===== src/rtl/dicfg_map.svh =====
// register offsets, field positions and reset values of the input block
`ifndef DICFG_MAP_SVH
`define DICFG_MAP_SVH

`define DICFG_ADDR_W          8
`define DICFG_DATA_W          16
`define DICFG_NUM_LINES       3
`define DICFG_DIGIT_W         4

// word offsets on the register port
`define DICFG_OFS_IN8_POL     8'h00
`define DICFG_OFS_IN8_FUNC    8'h01
`define DICFG_OFS_IN9_POL     8'h02
`define DICFG_OFS_IN9_FUNC    8'h03
`define DICFG_OFS_IN10_POL    8'h04
`define DICFG_OFS_IN10_FUNC   8'h05
`define DICFG_OFS_EVT_STATUS  8'h06
`define DICFG_OFS_EVT_MASK    8'h07
`define DICFG_OFS_LEVEL       8'h08

// lowest bit of each setting digit
`define DICFG_POL_LSB         0
`define DICFG_FUNC_LSB        0
`define DICFG_EDGE_LSB        4

// line index of each input inside the per-line vectors
`define DICFG_IDX_IN8         0
`define DICFG_IDX_IN9         1
`define DICFG_IDX_IN10        2

`define DICFG_CFG_RST         16'h0000
`define DICFG_VEC_RST         3'h0
`define DICFG_DATA_ZERO       16'h0000

`endif


===== src/rtl/dicfg_pkg.sv =====
// types shared by the digital input configuration block
package dicfg_pkg;
  `include "dicfg_map.svh"

  // one register port request, all fields sampled together
  typedef struct packed {
    logic [`DICFG_ADDR_W-1:0] addr;
    logic [`DICFG_DATA_W-1:0] wdata;
    logic                     wr;
    logic                     rd;
  } dicfg_bus_req_t;

  typedef enum logic {
    DICFG_FUNC_DIGITAL,
    DICFG_FUNC_LATCH
  } dicfg_func_t;

  typedef enum logic {
    DICFG_EDGE_RISE,
    DICFG_EDGE_FALL
  } dicfg_edge_t;

  // decoded settings of one input line
  typedef struct packed {
    logic        invert;
    dicfg_func_t func;
    dicfg_edge_t edge_sel;
  } dicfg_line_cfg_t;
endpackage


===== src/rtl/dicfg_top.sv =====
// digital input lines 8..10: polarity, role, latch edge and event flags
//
// Local design decisions: the strobed register port and the register addresses.
`timescale 1ns/100ps
`include "dicfg_map.svh"

// Functional notes
// polarity digit: 0 positive, 1 inverted
// function digit: 0 digital, 1 timing latch
// latch edge digit: 0 rising, 1 falling
// edge digit resets to zero, rising
// software keeps factory digits at zero
// each input has independent own settings
// synchronise, apply polarity, pulse on edge
module dicfg_top (
  input  wire logic                      i_ref_clk,
  input  wire logic                      i_sys_rst,
  input  wire dicfg_pkg::dicfg_bus_req_t i_bus,
  input  wire logic [2:0]                i_din_pins,
  output logic      [15:0]               o_rdata,
  output logic      [2:0]                o_din_level,
  output logic      [2:0]                o_latch_evt,
  output logic                           o_irq
);

  // one bit out of a setting word
  function automatic logic digit_bit(
    input logic [`DICFG_DATA_W-1:0] val,
    input int unsigned              lsb
  );
    digit_bit = val[lsb];
  endfunction

  // write hit on one register offset
  function automatic logic wr_hit(
    input dicfg_pkg::dicfg_bus_req_t req,
    input logic [`DICFG_ADDR_W-1:0]  ofs
  );
    wr_hit = req.wr && (req.addr == ofs);
  endfunction

  logic [`DICFG_DATA_W-1:0]    input8_polarity_setting_ff;
  logic [`DICFG_DATA_W-1:0]    input8_function_setting_ff;
  logic [`DICFG_DATA_W-1:0]    input9_polarity_setting_ff;
  logic [`DICFG_DATA_W-1:0]    input9_function_setting_ff;
  logic [`DICFG_DATA_W-1:0]    input10_polarity_setting_ff;
  logic [`DICFG_DATA_W-1:0]    input10_function_setting_ff;
  logic [2:0]                  evt_mask_ff;
  logic [2:0]                  evt_status_ff;
  logic [2:0]                  nxt_evt_status;
  logic [2:0]                  sync1_ff;
  logic [2:0]                  sync2_ff;
  logic [2:0]                  raw_prev_ff;
  logic [2:0]                  level_ff;
  logic [2:0]                  nxt_level;
  logic [2:0]                  latch_evt_ff;
  logic [2:0]                  nxt_latch_evt;
  logic                        irq_ff;
  logic [`DICFG_DATA_W-1:0]    rdata_ff;
  logic [`DICFG_DATA_W-1:0]    nxt_rdata;
  dicfg_pkg::dicfg_line_cfg_t  line_cfg [3];

  // configuration words, each input kept in its own pair of words
  always_ff @(posedge i_ref_clk) begin
    if (i_sys_rst) begin
      input8_polarity_setting_ff <= `DICFG_CFG_RST;
    end else if (wr_hit(i_bus, `DICFG_OFS_IN8_POL)) begin
      input8_polarity_setting_ff <= i_bus.wdata;
    end
  end

  always_ff @(posedge i_ref_clk) begin
    if (i_sys_rst) begin
      input8_function_setting_ff <= `DICFG_CFG_RST;
    end else if (wr_hit(i_bus, `DICFG_OFS_IN8_FUNC)) begin
      input8_function_setting_ff <= i_bus.wdata;
    end
  end

  always_ff @(posedge i_ref_clk) begin
    if (i_sys_rst) begin
      input9_polarity_setting_ff <= `DICFG_CFG_RST;
    end else if (wr_hit(i_bus, `DICFG_OFS_IN9_POL)) begin
      input9_polarity_setting_ff <= i_bus.wdata;
    end
  end

  always_ff @(posedge i_ref_clk) begin
    if (i_sys_rst) begin
      input9_function_setting_ff <= `DICFG_CFG_RST;
    end else if (wr_hit(i_bus, `DICFG_OFS_IN9_FUNC)) begin
      input9_function_setting_ff <= i_bus.wdata;
    end
  end

  always_ff @(posedge i_ref_clk) begin
    if (i_sys_rst) begin
      input10_polarity_setting_ff <= `DICFG_CFG_RST;
    end else if (wr_hit(i_bus, `DICFG_OFS_IN10_POL)) begin
      input10_polarity_setting_ff <= i_bus.wdata;
    end
  end

  always_ff @(posedge i_ref_clk) begin
    if (i_sys_rst) begin
      input10_function_setting_ff <= `DICFG_CFG_RST;
    end else if (wr_hit(i_bus, `DICFG_OFS_IN10_FUNC)) begin
      input10_function_setting_ff <= i_bus.wdata;
    end
  end

  // decode the digits; factory digits are stored but steer nothing,
  // software is expected to leave them at zero
  always_comb begin
    line_cfg[`DICFG_IDX_IN8].invert =
      digit_bit(input8_polarity_setting_ff, `DICFG_POL_LSB);
    line_cfg[`DICFG_IDX_IN8].func = dicfg_pkg::dicfg_func_t'(
      digit_bit(input8_function_setting_ff, `DICFG_FUNC_LSB));
    line_cfg[`DICFG_IDX_IN8].edge_sel = dicfg_pkg::dicfg_edge_t'(
      digit_bit(input8_function_setting_ff, `DICFG_EDGE_LSB));
    line_cfg[`DICFG_IDX_IN9].invert =
      digit_bit(input9_polarity_setting_ff, `DICFG_POL_LSB);
    line_cfg[`DICFG_IDX_IN9].func = dicfg_pkg::dicfg_func_t'(
      digit_bit(input9_function_setting_ff, `DICFG_FUNC_LSB));
    line_cfg[`DICFG_IDX_IN9].edge_sel = dicfg_pkg::dicfg_edge_t'(
      digit_bit(input9_function_setting_ff, `DICFG_EDGE_LSB));
    line_cfg[`DICFG_IDX_IN10].invert =
      digit_bit(input10_polarity_setting_ff, `DICFG_POL_LSB);
    line_cfg[`DICFG_IDX_IN10].func = dicfg_pkg::dicfg_func_t'(
      digit_bit(input10_function_setting_ff, `DICFG_FUNC_LSB));
    line_cfg[`DICFG_IDX_IN10].edge_sel = dicfg_pkg::dicfg_edge_t'(
      digit_bit(input10_function_setting_ff, `DICFG_EDGE_LSB));
  end

  // two-stage synchroniser on the field pins
  always_ff @(posedge i_ref_clk) begin
    if (i_sys_rst) begin
      sync1_ff <= `DICFG_VEC_RST;
      sync2_ff <= `DICFG_VEC_RST;
    end else begin
      sync1_ff <= i_din_pins;
      sync2_ff <= sync1_ff;
    end
  end

  // history is kept before the polarity stage, so flipping the
  // polarity digit never looks like an edge on the line
  always_ff @(posedge i_ref_clk) begin
    if (i_sys_rst) begin
      raw_prev_ff <= `DICFG_VEC_RST;
    end else begin
      raw_prev_ff <= sync2_ff;
    end
  end

  always_comb begin
    logic cur;
    logic prv;
    cur = 1'b0;
    prv = 1'b0;
    nxt_level = `DICFG_VEC_RST;
    nxt_latch_evt = `DICFG_VEC_RST;
    for (int i = 0; i < `DICFG_NUM_LINES; i++) begin
      cur = sync2_ff[i] ^ line_cfg[i].invert;
      prv = raw_prev_ff[i] ^ line_cfg[i].invert;
      case (line_cfg[i].func)
        dicfg_pkg::DICFG_FUNC_DIGITAL: begin
          nxt_level[i] = cur;
        end
        dicfg_pkg::DICFG_FUNC_LATCH: begin
          case (line_cfg[i].edge_sel)
            dicfg_pkg::DICFG_EDGE_RISE: begin
              nxt_latch_evt[i] = cur & ~prv;
            end
            dicfg_pkg::DICFG_EDGE_FALL: begin
              nxt_latch_evt[i] = ~cur & prv;
            end
            default: begin
              nxt_latch_evt[i] = 1'b0;
            end
          endcase
        end
        default: begin
          nxt_level[i] = 1'b0;
        end
      endcase
    end
  end

  // a latch line drives no level, a digital line raises no events
  always_ff @(posedge i_ref_clk) begin
    if (i_sys_rst) begin
      level_ff <= `DICFG_VEC_RST;
    end else begin
      level_ff <= nxt_level;
    end
  end

  always_ff @(posedge i_ref_clk) begin
    if (i_sys_rst) begin
      latch_evt_ff <= `DICFG_VEC_RST;
    end else begin
      latch_evt_ff <= nxt_latch_evt;
    end
  end

  // sticky event flags, write one to clear; a new event wins
  always_comb begin
    nxt_evt_status = evt_status_ff;
    if (wr_hit(i_bus, `DICFG_OFS_EVT_STATUS)) begin
      nxt_evt_status = evt_status_ff & ~i_bus.wdata[2:0];
    end
    nxt_evt_status = nxt_evt_status | nxt_latch_evt;
  end

  always_ff @(posedge i_ref_clk) begin
    if (i_sys_rst) begin
      evt_status_ff <= `DICFG_VEC_RST;
    end else begin
      evt_status_ff <= nxt_evt_status;
    end
  end

  always_ff @(posedge i_ref_clk) begin
    if (i_sys_rst) begin
      evt_mask_ff <= `DICFG_VEC_RST;
    end else if (wr_hit(i_bus, `DICFG_OFS_EVT_MASK)) begin
      evt_mask_ff <= i_bus.wdata[2:0];
    end
  end

  // registered output costs one cycle of interrupt latency
  always_ff @(posedge i_ref_clk) begin
    if (i_sys_rst) begin
      irq_ff <= 1'b0;
    end else begin
      irq_ff <= |(evt_status_ff & evt_mask_ff);
    end
  end

  // read mux; data valid only in the cycle after the read strobe
  always_comb begin
    nxt_rdata = `DICFG_DATA_ZERO;
    if (i_bus.rd) begin
      case (i_bus.addr)
        `DICFG_OFS_IN8_POL:    nxt_rdata = input8_polarity_setting_ff;
        `DICFG_OFS_IN8_FUNC:   nxt_rdata = input8_function_setting_ff;
        `DICFG_OFS_IN9_POL:    nxt_rdata = input9_polarity_setting_ff;
        `DICFG_OFS_IN9_FUNC:   nxt_rdata = input9_function_setting_ff;
        `DICFG_OFS_IN10_POL:   nxt_rdata = input10_polarity_setting_ff;
        `DICFG_OFS_IN10_FUNC:  nxt_rdata = input10_function_setting_ff;
        `DICFG_OFS_EVT_STATUS: nxt_rdata = {13'h0000, evt_status_ff};
        `DICFG_OFS_EVT_MASK:   nxt_rdata = {13'h0000, evt_mask_ff};
        `DICFG_OFS_LEVEL:      nxt_rdata = {13'h0000, level_ff};
        default:               nxt_rdata = `DICFG_DATA_ZERO;
      endcase
    end
  end

  always_ff @(posedge i_ref_clk) begin
    if (i_sys_rst) begin
      rdata_ff <= `DICFG_DATA_ZERO;
    end else begin
      rdata_ff <= nxt_rdata;
    end
  end

  assign o_rdata     = rdata_ff;
  assign o_din_level = level_ff;
  assign o_latch_evt = latch_evt_ff;
  assign o_irq       = irq_ff;

endmodule


===== config.mk =====
export PLATFORM = sky130hd
export DESIGN_NAME = dicfg_top
export DESIGN_NICKNAME = d
export VERILOG_FILES = /design/src/rtl/dicfg_pkg.sv /design/src/rtl/dicfg_top.sv
export VERILOG_INCLUDE_DIRS = /design/src /design/src/rtl
export SDC_FILE = /design/constraint.sdc
export NUM_CORES = 1
export LEC_CHECK = 0
export ABC_AREA = 1
export BUFFER_PORTS_ARGS = -buffer_cell sky130_fd_sc_hd__buf_2
export CORE_ASPECT_RATIO = 2
export CORE_MARGIN = 2
export CORE_UTILIZATION = 53
export DETAILED_ROUTE_END_ITERATION = 10
export HOLD_SLACK_MARGIN = 0.02
export PLACE_DENSITY = 0.71
export SETUP_SLACK_MARGIN = 0.15
export SLEW_MARGIN = 10
export SYNTH_ARGS = -nofsm -noshare
export SYNTH_HDL_FRONTEND = slang
export SYNTH_SLANG_ARGS = --single-unit

===== constraint.sdc =====
create_clock -name i_ref_clk -period 1.1 [get_ports i_ref_clk]
set_input_delay 0.11 -clock i_ref_clk [delete_from_list [all_inputs] [get_ports i_ref_clk]]
set_output_delay 0.11 -clock i_ref_clk [all_outputs]
set_load 0.01 [all_outputs]

* Word level (Yosys, flattened, before mapping)
Index checks and enable logic that the tools add are counted.
** Word-level totals
- Output and inout bits :: 23
- Latch bits :: 0
- Input port bits :: 31
- RAM bits :: 0
- Memories :: 0
- Flip-flop bits (word level) :: 134
- Memory bits (read-only) :: 0
** Cells by class
- Multiplexer cells :: 8
- Order comparisons :: 0
- $mul :: 0
- Bitwise gates (word level) :: 26
- Shift-type cells :: 0
- Divide/modulo/power cells :: 0
- Reduce and logical (&&, ||, !) cells :: 14
- $add $sub $neg :: 0
- Equality and inequality tests :: 8
** Operators with widths (number)
- 16-bit case mux with 9 select lines :: 1
- 8-bit by 3-bit == test with 1-bit output, second input constant :: 4
- 8-bit by 2-bit == test with 1-bit output, second input constant :: 2
- 1-bit inverter :: 10
- 8-bit by 1-bit == test with 1-bit output, second input constant :: 1
- 8-bit by 4-bit == test with 1-bit output, second input constant :: 1
- 1-bit logical AND :: 8
- 8-bit zero test :: 1
- 2-bit OR reduction :: 4
- 1-bit AND :: 6
- 3-bit AND :: 2
- 1-bit case mux with 2 select lines :: 3
- 1-bit bitwise XOR :: 6
- 1-bit 2-to-1 mux :: 3
- 3-bit 2-to-1 mux :: 1
- 3-bit inverter :: 1
- 3-bit bitwise OR :: 1
- 3-bit OR reduction :: 1

* Logic depth before layout (Yosys ltp)
- Word-level depth :: 6
- Mapped depth :: 11

* Worst setup path after synthesis
OpenSTA, ideal clock, no wires.
- Path kind :: input to register
- From :: in i_bus[25] in the netlist's numbering
- To :: reg input9_polarity_setting_ff[10]
- Path slack :: -0.048 ns
- Arrival time :: 1.031 ns
- Stages on the path :: 8
- Data required time :: 0.983 ns
- Buffers on the path :: 2
- Cells stage by stage :: nor2_1 -> nand2_2 -> inv_4 -> buf_4 -> nand3_2 -> clkbuf_2 -> o21ai_0 -> nor2_1
** Between the ends
- Word-level cells in the longest chain between the ends :: 2
** RTL lines
- start, declared :: line dicfg_top.sv:18 : input wire dicfg_pkg::dicfg_bus_req_t i_bus,
- 8-bit by 2-bit == test with 1-bit output :: line dicfg_top.sv:39 : wr_hit = req.wr && (req.addr == ofs);
- 1-bit logical AND :: line dicfg_top.sv:39
- end signal, assigned :: line dicfg_top.sv:82 : input9_polarity_setting_ff <= `DICFG_CFG_RST;
- end signal, assigned :: line dicfg_top.sv:84 : input9_polarity_setting_ff <= i_bus.wdata;
- end, declared :: line dicfg_top.sv:44 : logic [`DICFG_DATA_W-1:0] input9_polarity_setting_ff;
Every way passes these cells.
A chain may end at the register's enable or synchronous reset.

* Worst setup path in the final report
- From :: reg input10_polarity_setting_ff[0]
- To :: reg latch_evt_ff[2] (netlist: o_latch_evt[2])
** Between the ends
- Word-level cells in the longest chain between the ends :: 5
- Elaborated cells on any way between the ends :: 8
** RTL lines
- start, declared :: line dicfg_top.sv:46 : logic [`DICFG_DATA_W-1:0] input10_polarity_setting_ff;
- start signal, assigned :: line dicfg_top.sv:98 : input10_polarity_setting_ff <= `DICFG_CFG_RST;
- start signal, assigned :: line dicfg_top.sv:100 : input10_polarity_setting_ff <= i_bus.wdata;
- 1-bit bitwise XOR (on tied branches) :: line dicfg_top.sv:164, dicfg_top.sv:165
- 1-bit inverter (on tied branches) :: line dicfg_top.sv:176, dicfg_top.sv:173
- 1-bit AND (on tied branches) :: line dicfg_top.sv:176, dicfg_top.sv:173
- 1-bit case mux with 2 select lines (*) :: line dicfg_top.sv:171 : case (line_cfg[i].edge_sel)
- 1-bit 2-to-1 mux (*) :: line dicfg_top.sv:166 : case (line_cfg[i].func)
- end signal, assigned :: line dicfg_top.sv:201 : latch_evt_ff <= `DICFG_VEC_RST;
- end signal, assigned :: line dicfg_top.sv:203 : latch_evt_ff <= nxt_latch_evt;
- end, declared :: line dicfg_top.sv:56 : logic [2:0] latch_evt_ff;
Mark *: on every way between the ends. The rest lies on a longest branch, timed or not.

==> impl_metrics.env <==
export IMPL_max_slew_worst_pin_slew_ps=373
export IMPL_wire_length_per_cell_um=15.7
export IMPL_post_synth_instance_area_sq_um=5570
export IMPL_timing_final_crit_period_ps=1050
export IMPL_cts_htree_levels=4
export IMPL_xor_and_xnor_area_share_after_synthesis_pct=0.944
export IMPL_cellPowerDensity_nw_per_um2=1460
export IMPL_p_leak_nw=3.22
export IMPL_timing_final_crit_share_pct=95.8
export IMPL_synth_adder_area_share_pct=0
export IMPL_dieArea_sq_um=11400
export IMPL_cell_internal_pwr_mw=8.28
export IMPL_finish_net_count=900
export IMPL_synth_seq_cells=134
export IMPL_compound_cell_area_share_of_the_yosys_netlist_pct=12.0
export IMPL_finish_utilization_pct=70.9
export IMPL_overflow=0
export IMPL_synth_sequential_area_ratio_pct=48.2
export IMPL_layout_drive_gt1_share_pct=25.4
export IMPL_synth_largest_type_area_fraction_pct=48.2
export IMPL_seq_power_share_pct=45.5
export IMPL_syn_nets=801
export IMPL_grt_first_pass_wirelength_mm=25.2
export IMPL_cp_slowest_stage_delay_ps=370
export IMPL_start_util_pct=53.8
export IMPL_hold_class="in2reg"
export IMPL_insertedDiodeCount=0
export IMPL_post_route_worst_hold_slack_ps=22.4
export IMPL_worst_ep_required_time_ps=1430
export IMPL_ios=54
export IMPL_rsz0062_at_grt="yes"
export IMPL_yosysWarningCount=0
export IMPL_clk_insertion_delay_late_ps=410
export IMPL_dpl_worst_slack_ps=-279
export IMPL_cts_max_path_buffers=2
export IMPL_synth_area_leaders="sky130_fd_sc_hd__dfxtp_1, sky130_fd_sc_hd__nor2_1, sky130_fd_sc_hd__nand2_1"
export IMPL_number_of_antenna_violations_at_the_first_check_in_global_routing=0
export IMPL_synthSimpleGateAreaFrac_pct=32.1
export IMPL_run_status="finished, final reports clean"
export IMPL_first_global_vias=5177
export IMPL_detail_route_iter0_violations=404
export IMPL_die_h_um=149
export IMPL_clkSlewWorstSetupHoldPaths_ps=60
export IMPL_cp_num_buf_inv=0
export IMPL_setup_violations=0
export IMPL_die_width_um=76.5
export IMPL_grt_start_max_net_pins=56
export IMPL_timing_hold_violations_final=0
export IMPL_dr_pass1_iters=5
export IMPL_core_rowCount=53
export IMPL_ir_drop_uv=1160
export IMPL_setup_worst_path_class="reg2reg"
export IMPL_track_usage_pct=28.0
export IMPL_hpwl_mm=10.2
export IMPL_timing_clock_skew_ps=8.45
export IMPL_clock_power_share_pct=49.6
export IMPL_timing_fmax_ghz=0.949
export IMPL_start_kind="flop"
export IMPL_crit_path_cell_trace="xnor2_2 > o21ai_1 > nand3_2 > nor2_2"
export IMPL_mostFrequentLayoutCells="sky130_fd_sc_hd__nor2_1, sky130_fd_sc_hd__nand2_1, sky130_fd_sc_hd__dfxtp_1, sky130_fd_sc_hd__o21ai_0, sky130_fd_sc_hd__nand3_1"
export IMPL_post_synth_inst_count=770
export IMPL_slew_violations=0
export IMPL_critical_path_top_delay_family="flip-flops"
export IMPL_cpMaxStageDelayCell="sky130_fd_sc_hd__dfxtp_4"
export IMPL_most_common_cell_after_layout_fill_and_taps_aside="sky130_fd_sc_hd__nor2_1"
export IMPL_avgSynthCellArea_sq_um=7.23
export IMPL_clk_root_buffer_cell="sky130_fd_sc_hd__clkbuf_16"
export IMPL_buffer_ports_inserted=53
export IMPL_switching_power_mw=2.47
export IMPL_crit_fanout=3
export IMPL_areaGrowthSynthToFinish_pct=31.7
export IMPL_final_setup_worst_slack_ps=45.9
export IMPL_cell_variety_after_synth=26
export IMPL_via_count=5438
export IMPL_critical_path_endpoint_type="flop"
export IMPL_cap_viol_max_count=0
export IMPL_route_final_wire_length_mm=16.0
export IMPL_synth_mux_area_fraction_pct=0
export IMPL_core_region_area_sq_um=10300
export IMPL_timing_critical_path_arrival_ps=1390
export IMPL_slew_headroom_pct=75.1
export IMPL_tritoncts_num_sinks=134
export IMPL_numCtsBuffers=17
export IMPL_drcViolationCount=0
export IMPL_setup_tns_ps=0
export IMPL_via_cell_ratio=5.34
export IMPL_comb_power_share_pct=4.9
export IMPL_finalWeightedCongestion=0.879
export IMPL_tritoncts="done"
export IMPL_synth_top_family_by_area="simple AND/OR/NAND/NOR gates"
export IMPL_netSwitchingFraction_pct=22.9
export IMPL_antenna_violating_nets_left=0
export IMPL_synth_top_area_cell="sky130_fd_sc_hd__dfxtp_1"
==> layer usage <==
| layer | wire length (um) | track usage, % | vias up | part of all wire (%) |
|---|---|---|---|---|
| met1 | 6300 | 33.4 | 2522 | 39 |
| met3 | 936 | 5.08 | 37 | 5.8 |
| li1 | - | - | 2675 | - |
| met2 | 8350 | 48.6 | 204 | 52 |
| met5 | 0 | 0 | - | 0 |
| met4 | 439 | 13.1 | 0 | 2.7 |
==> final cells by class <==
class,instances,area [sq um]
Tap cell,137,171
Inverter,35,159
Clock inverter,11,101
Timing Repair Buffer,119,981
Sequential cell,134,2710
Clock buffer,20,457
Multi-Input combinational cell,562,2750
Fill cell,848,3010
==> worst reg2reg max path, delay by kind of cell, from the launching register on <==
kind,cells,cell delay (ps)
AND/OR/NAND/NOR,2,250
AO/OA/AOI/OAI,1,200
flip-flops,1,370
XOR/XNOR,1,160
==> synthesized netlist by cell type (all sizes together) <==
| master | number |
|---|---|
| buf | 26 |
| a21o | 1 |
| nand2 | 145 |
| nor3 | 1 |
| xnor2 | 3 |
| nor2 | 203 |
| a21oi | 40 |
| inv | 35 |
| clkbuf | 15 |
| o211ai | 2 |
| o221ai | 1 |
| nand3 | 71 |
| o21ai | 87 |
| dfxtp | 134 |
| nor3b | 3 |
| xor2 | 3 |
==> kinds of logic after synthesis <==
family / after synthesis
AO/OA/AOI/OAI: 131
XOR/XNOR: 6
buffers and inverters: 76
flip-flops: 134
AND/OR/NAND/NOR: 423
==> final timing paths <==
kind	start	endpoint	slack [ps]	cells past startpoint
hold reg to reg	sync1_ff[0]	sync2_ff[0]	390	2
setup reg to reg	input10_polarity_setting_ff[0]	o_latch_evt[2]	50	4
setup / recovery	input10_polarity_setting_ff[0]	o_latch_evt[2]	50	4
hold / removal	i_bus[12]	input8_function_setting_ff[10]	20	3
==> power groups by stage <==
stage / Combinational [mW] / Sequential [mW] / Clock, mW
global placement: 0.461 / 5.00 / 0
finish: 0.531 / 4.89 / 5.32
floorplan: 0.236 / 4.99 / 0
detailed placement: 0.464 / 5.00 / 0
global route: 0.571 / 4.89 / 5.58
CTS: 0.498 / 4.89 / 5.36
==> flip-flops by register name, summed over array words and instances (netlist names) <==
| register | cells |
|---|---|
| sync1_ff | 3 |
| input9_polarity_setting_ff | 16 |
| input8_polarity_setting_ff | 16 |
| o_latch_evt | 3 |
| evt_status_ff | 3 |
| evt_mask_ff | 3 |
| input10_function_setting_ff | 16 |
| o_din_level | 3 |
| input9_function_setting_ff | 16 |
| raw_prev_ff | 3 |
| o_irq | 1 |
| sync2_ff | 3 |
| input8_function_setting_ff | 16 |
| input10_polarity_setting_ff | 16 |
| o_rdata | 16 |
==> what timing repair did <==
item	CTS	global route
endpoints found under the setup margin	16	84
cloned	0	2
gates resized for setup	31	37
pin swaps	13	20
buffers inserted	0	3
hold buffers	8	0
hold endpoints to repair	15	0
==> per-stage QoR <==
step                      area, sq um  total power [mW]  cells
final                            7330              10.7   1018
after global routing             7330              11.0   1018
after CTS                        7160              10.7   1013
after detailed placement         6410              5.46    974
after global placement           6410              5.46    974
after floorplan                  5710              5.23    770
(Power assumes the default switching activity.)
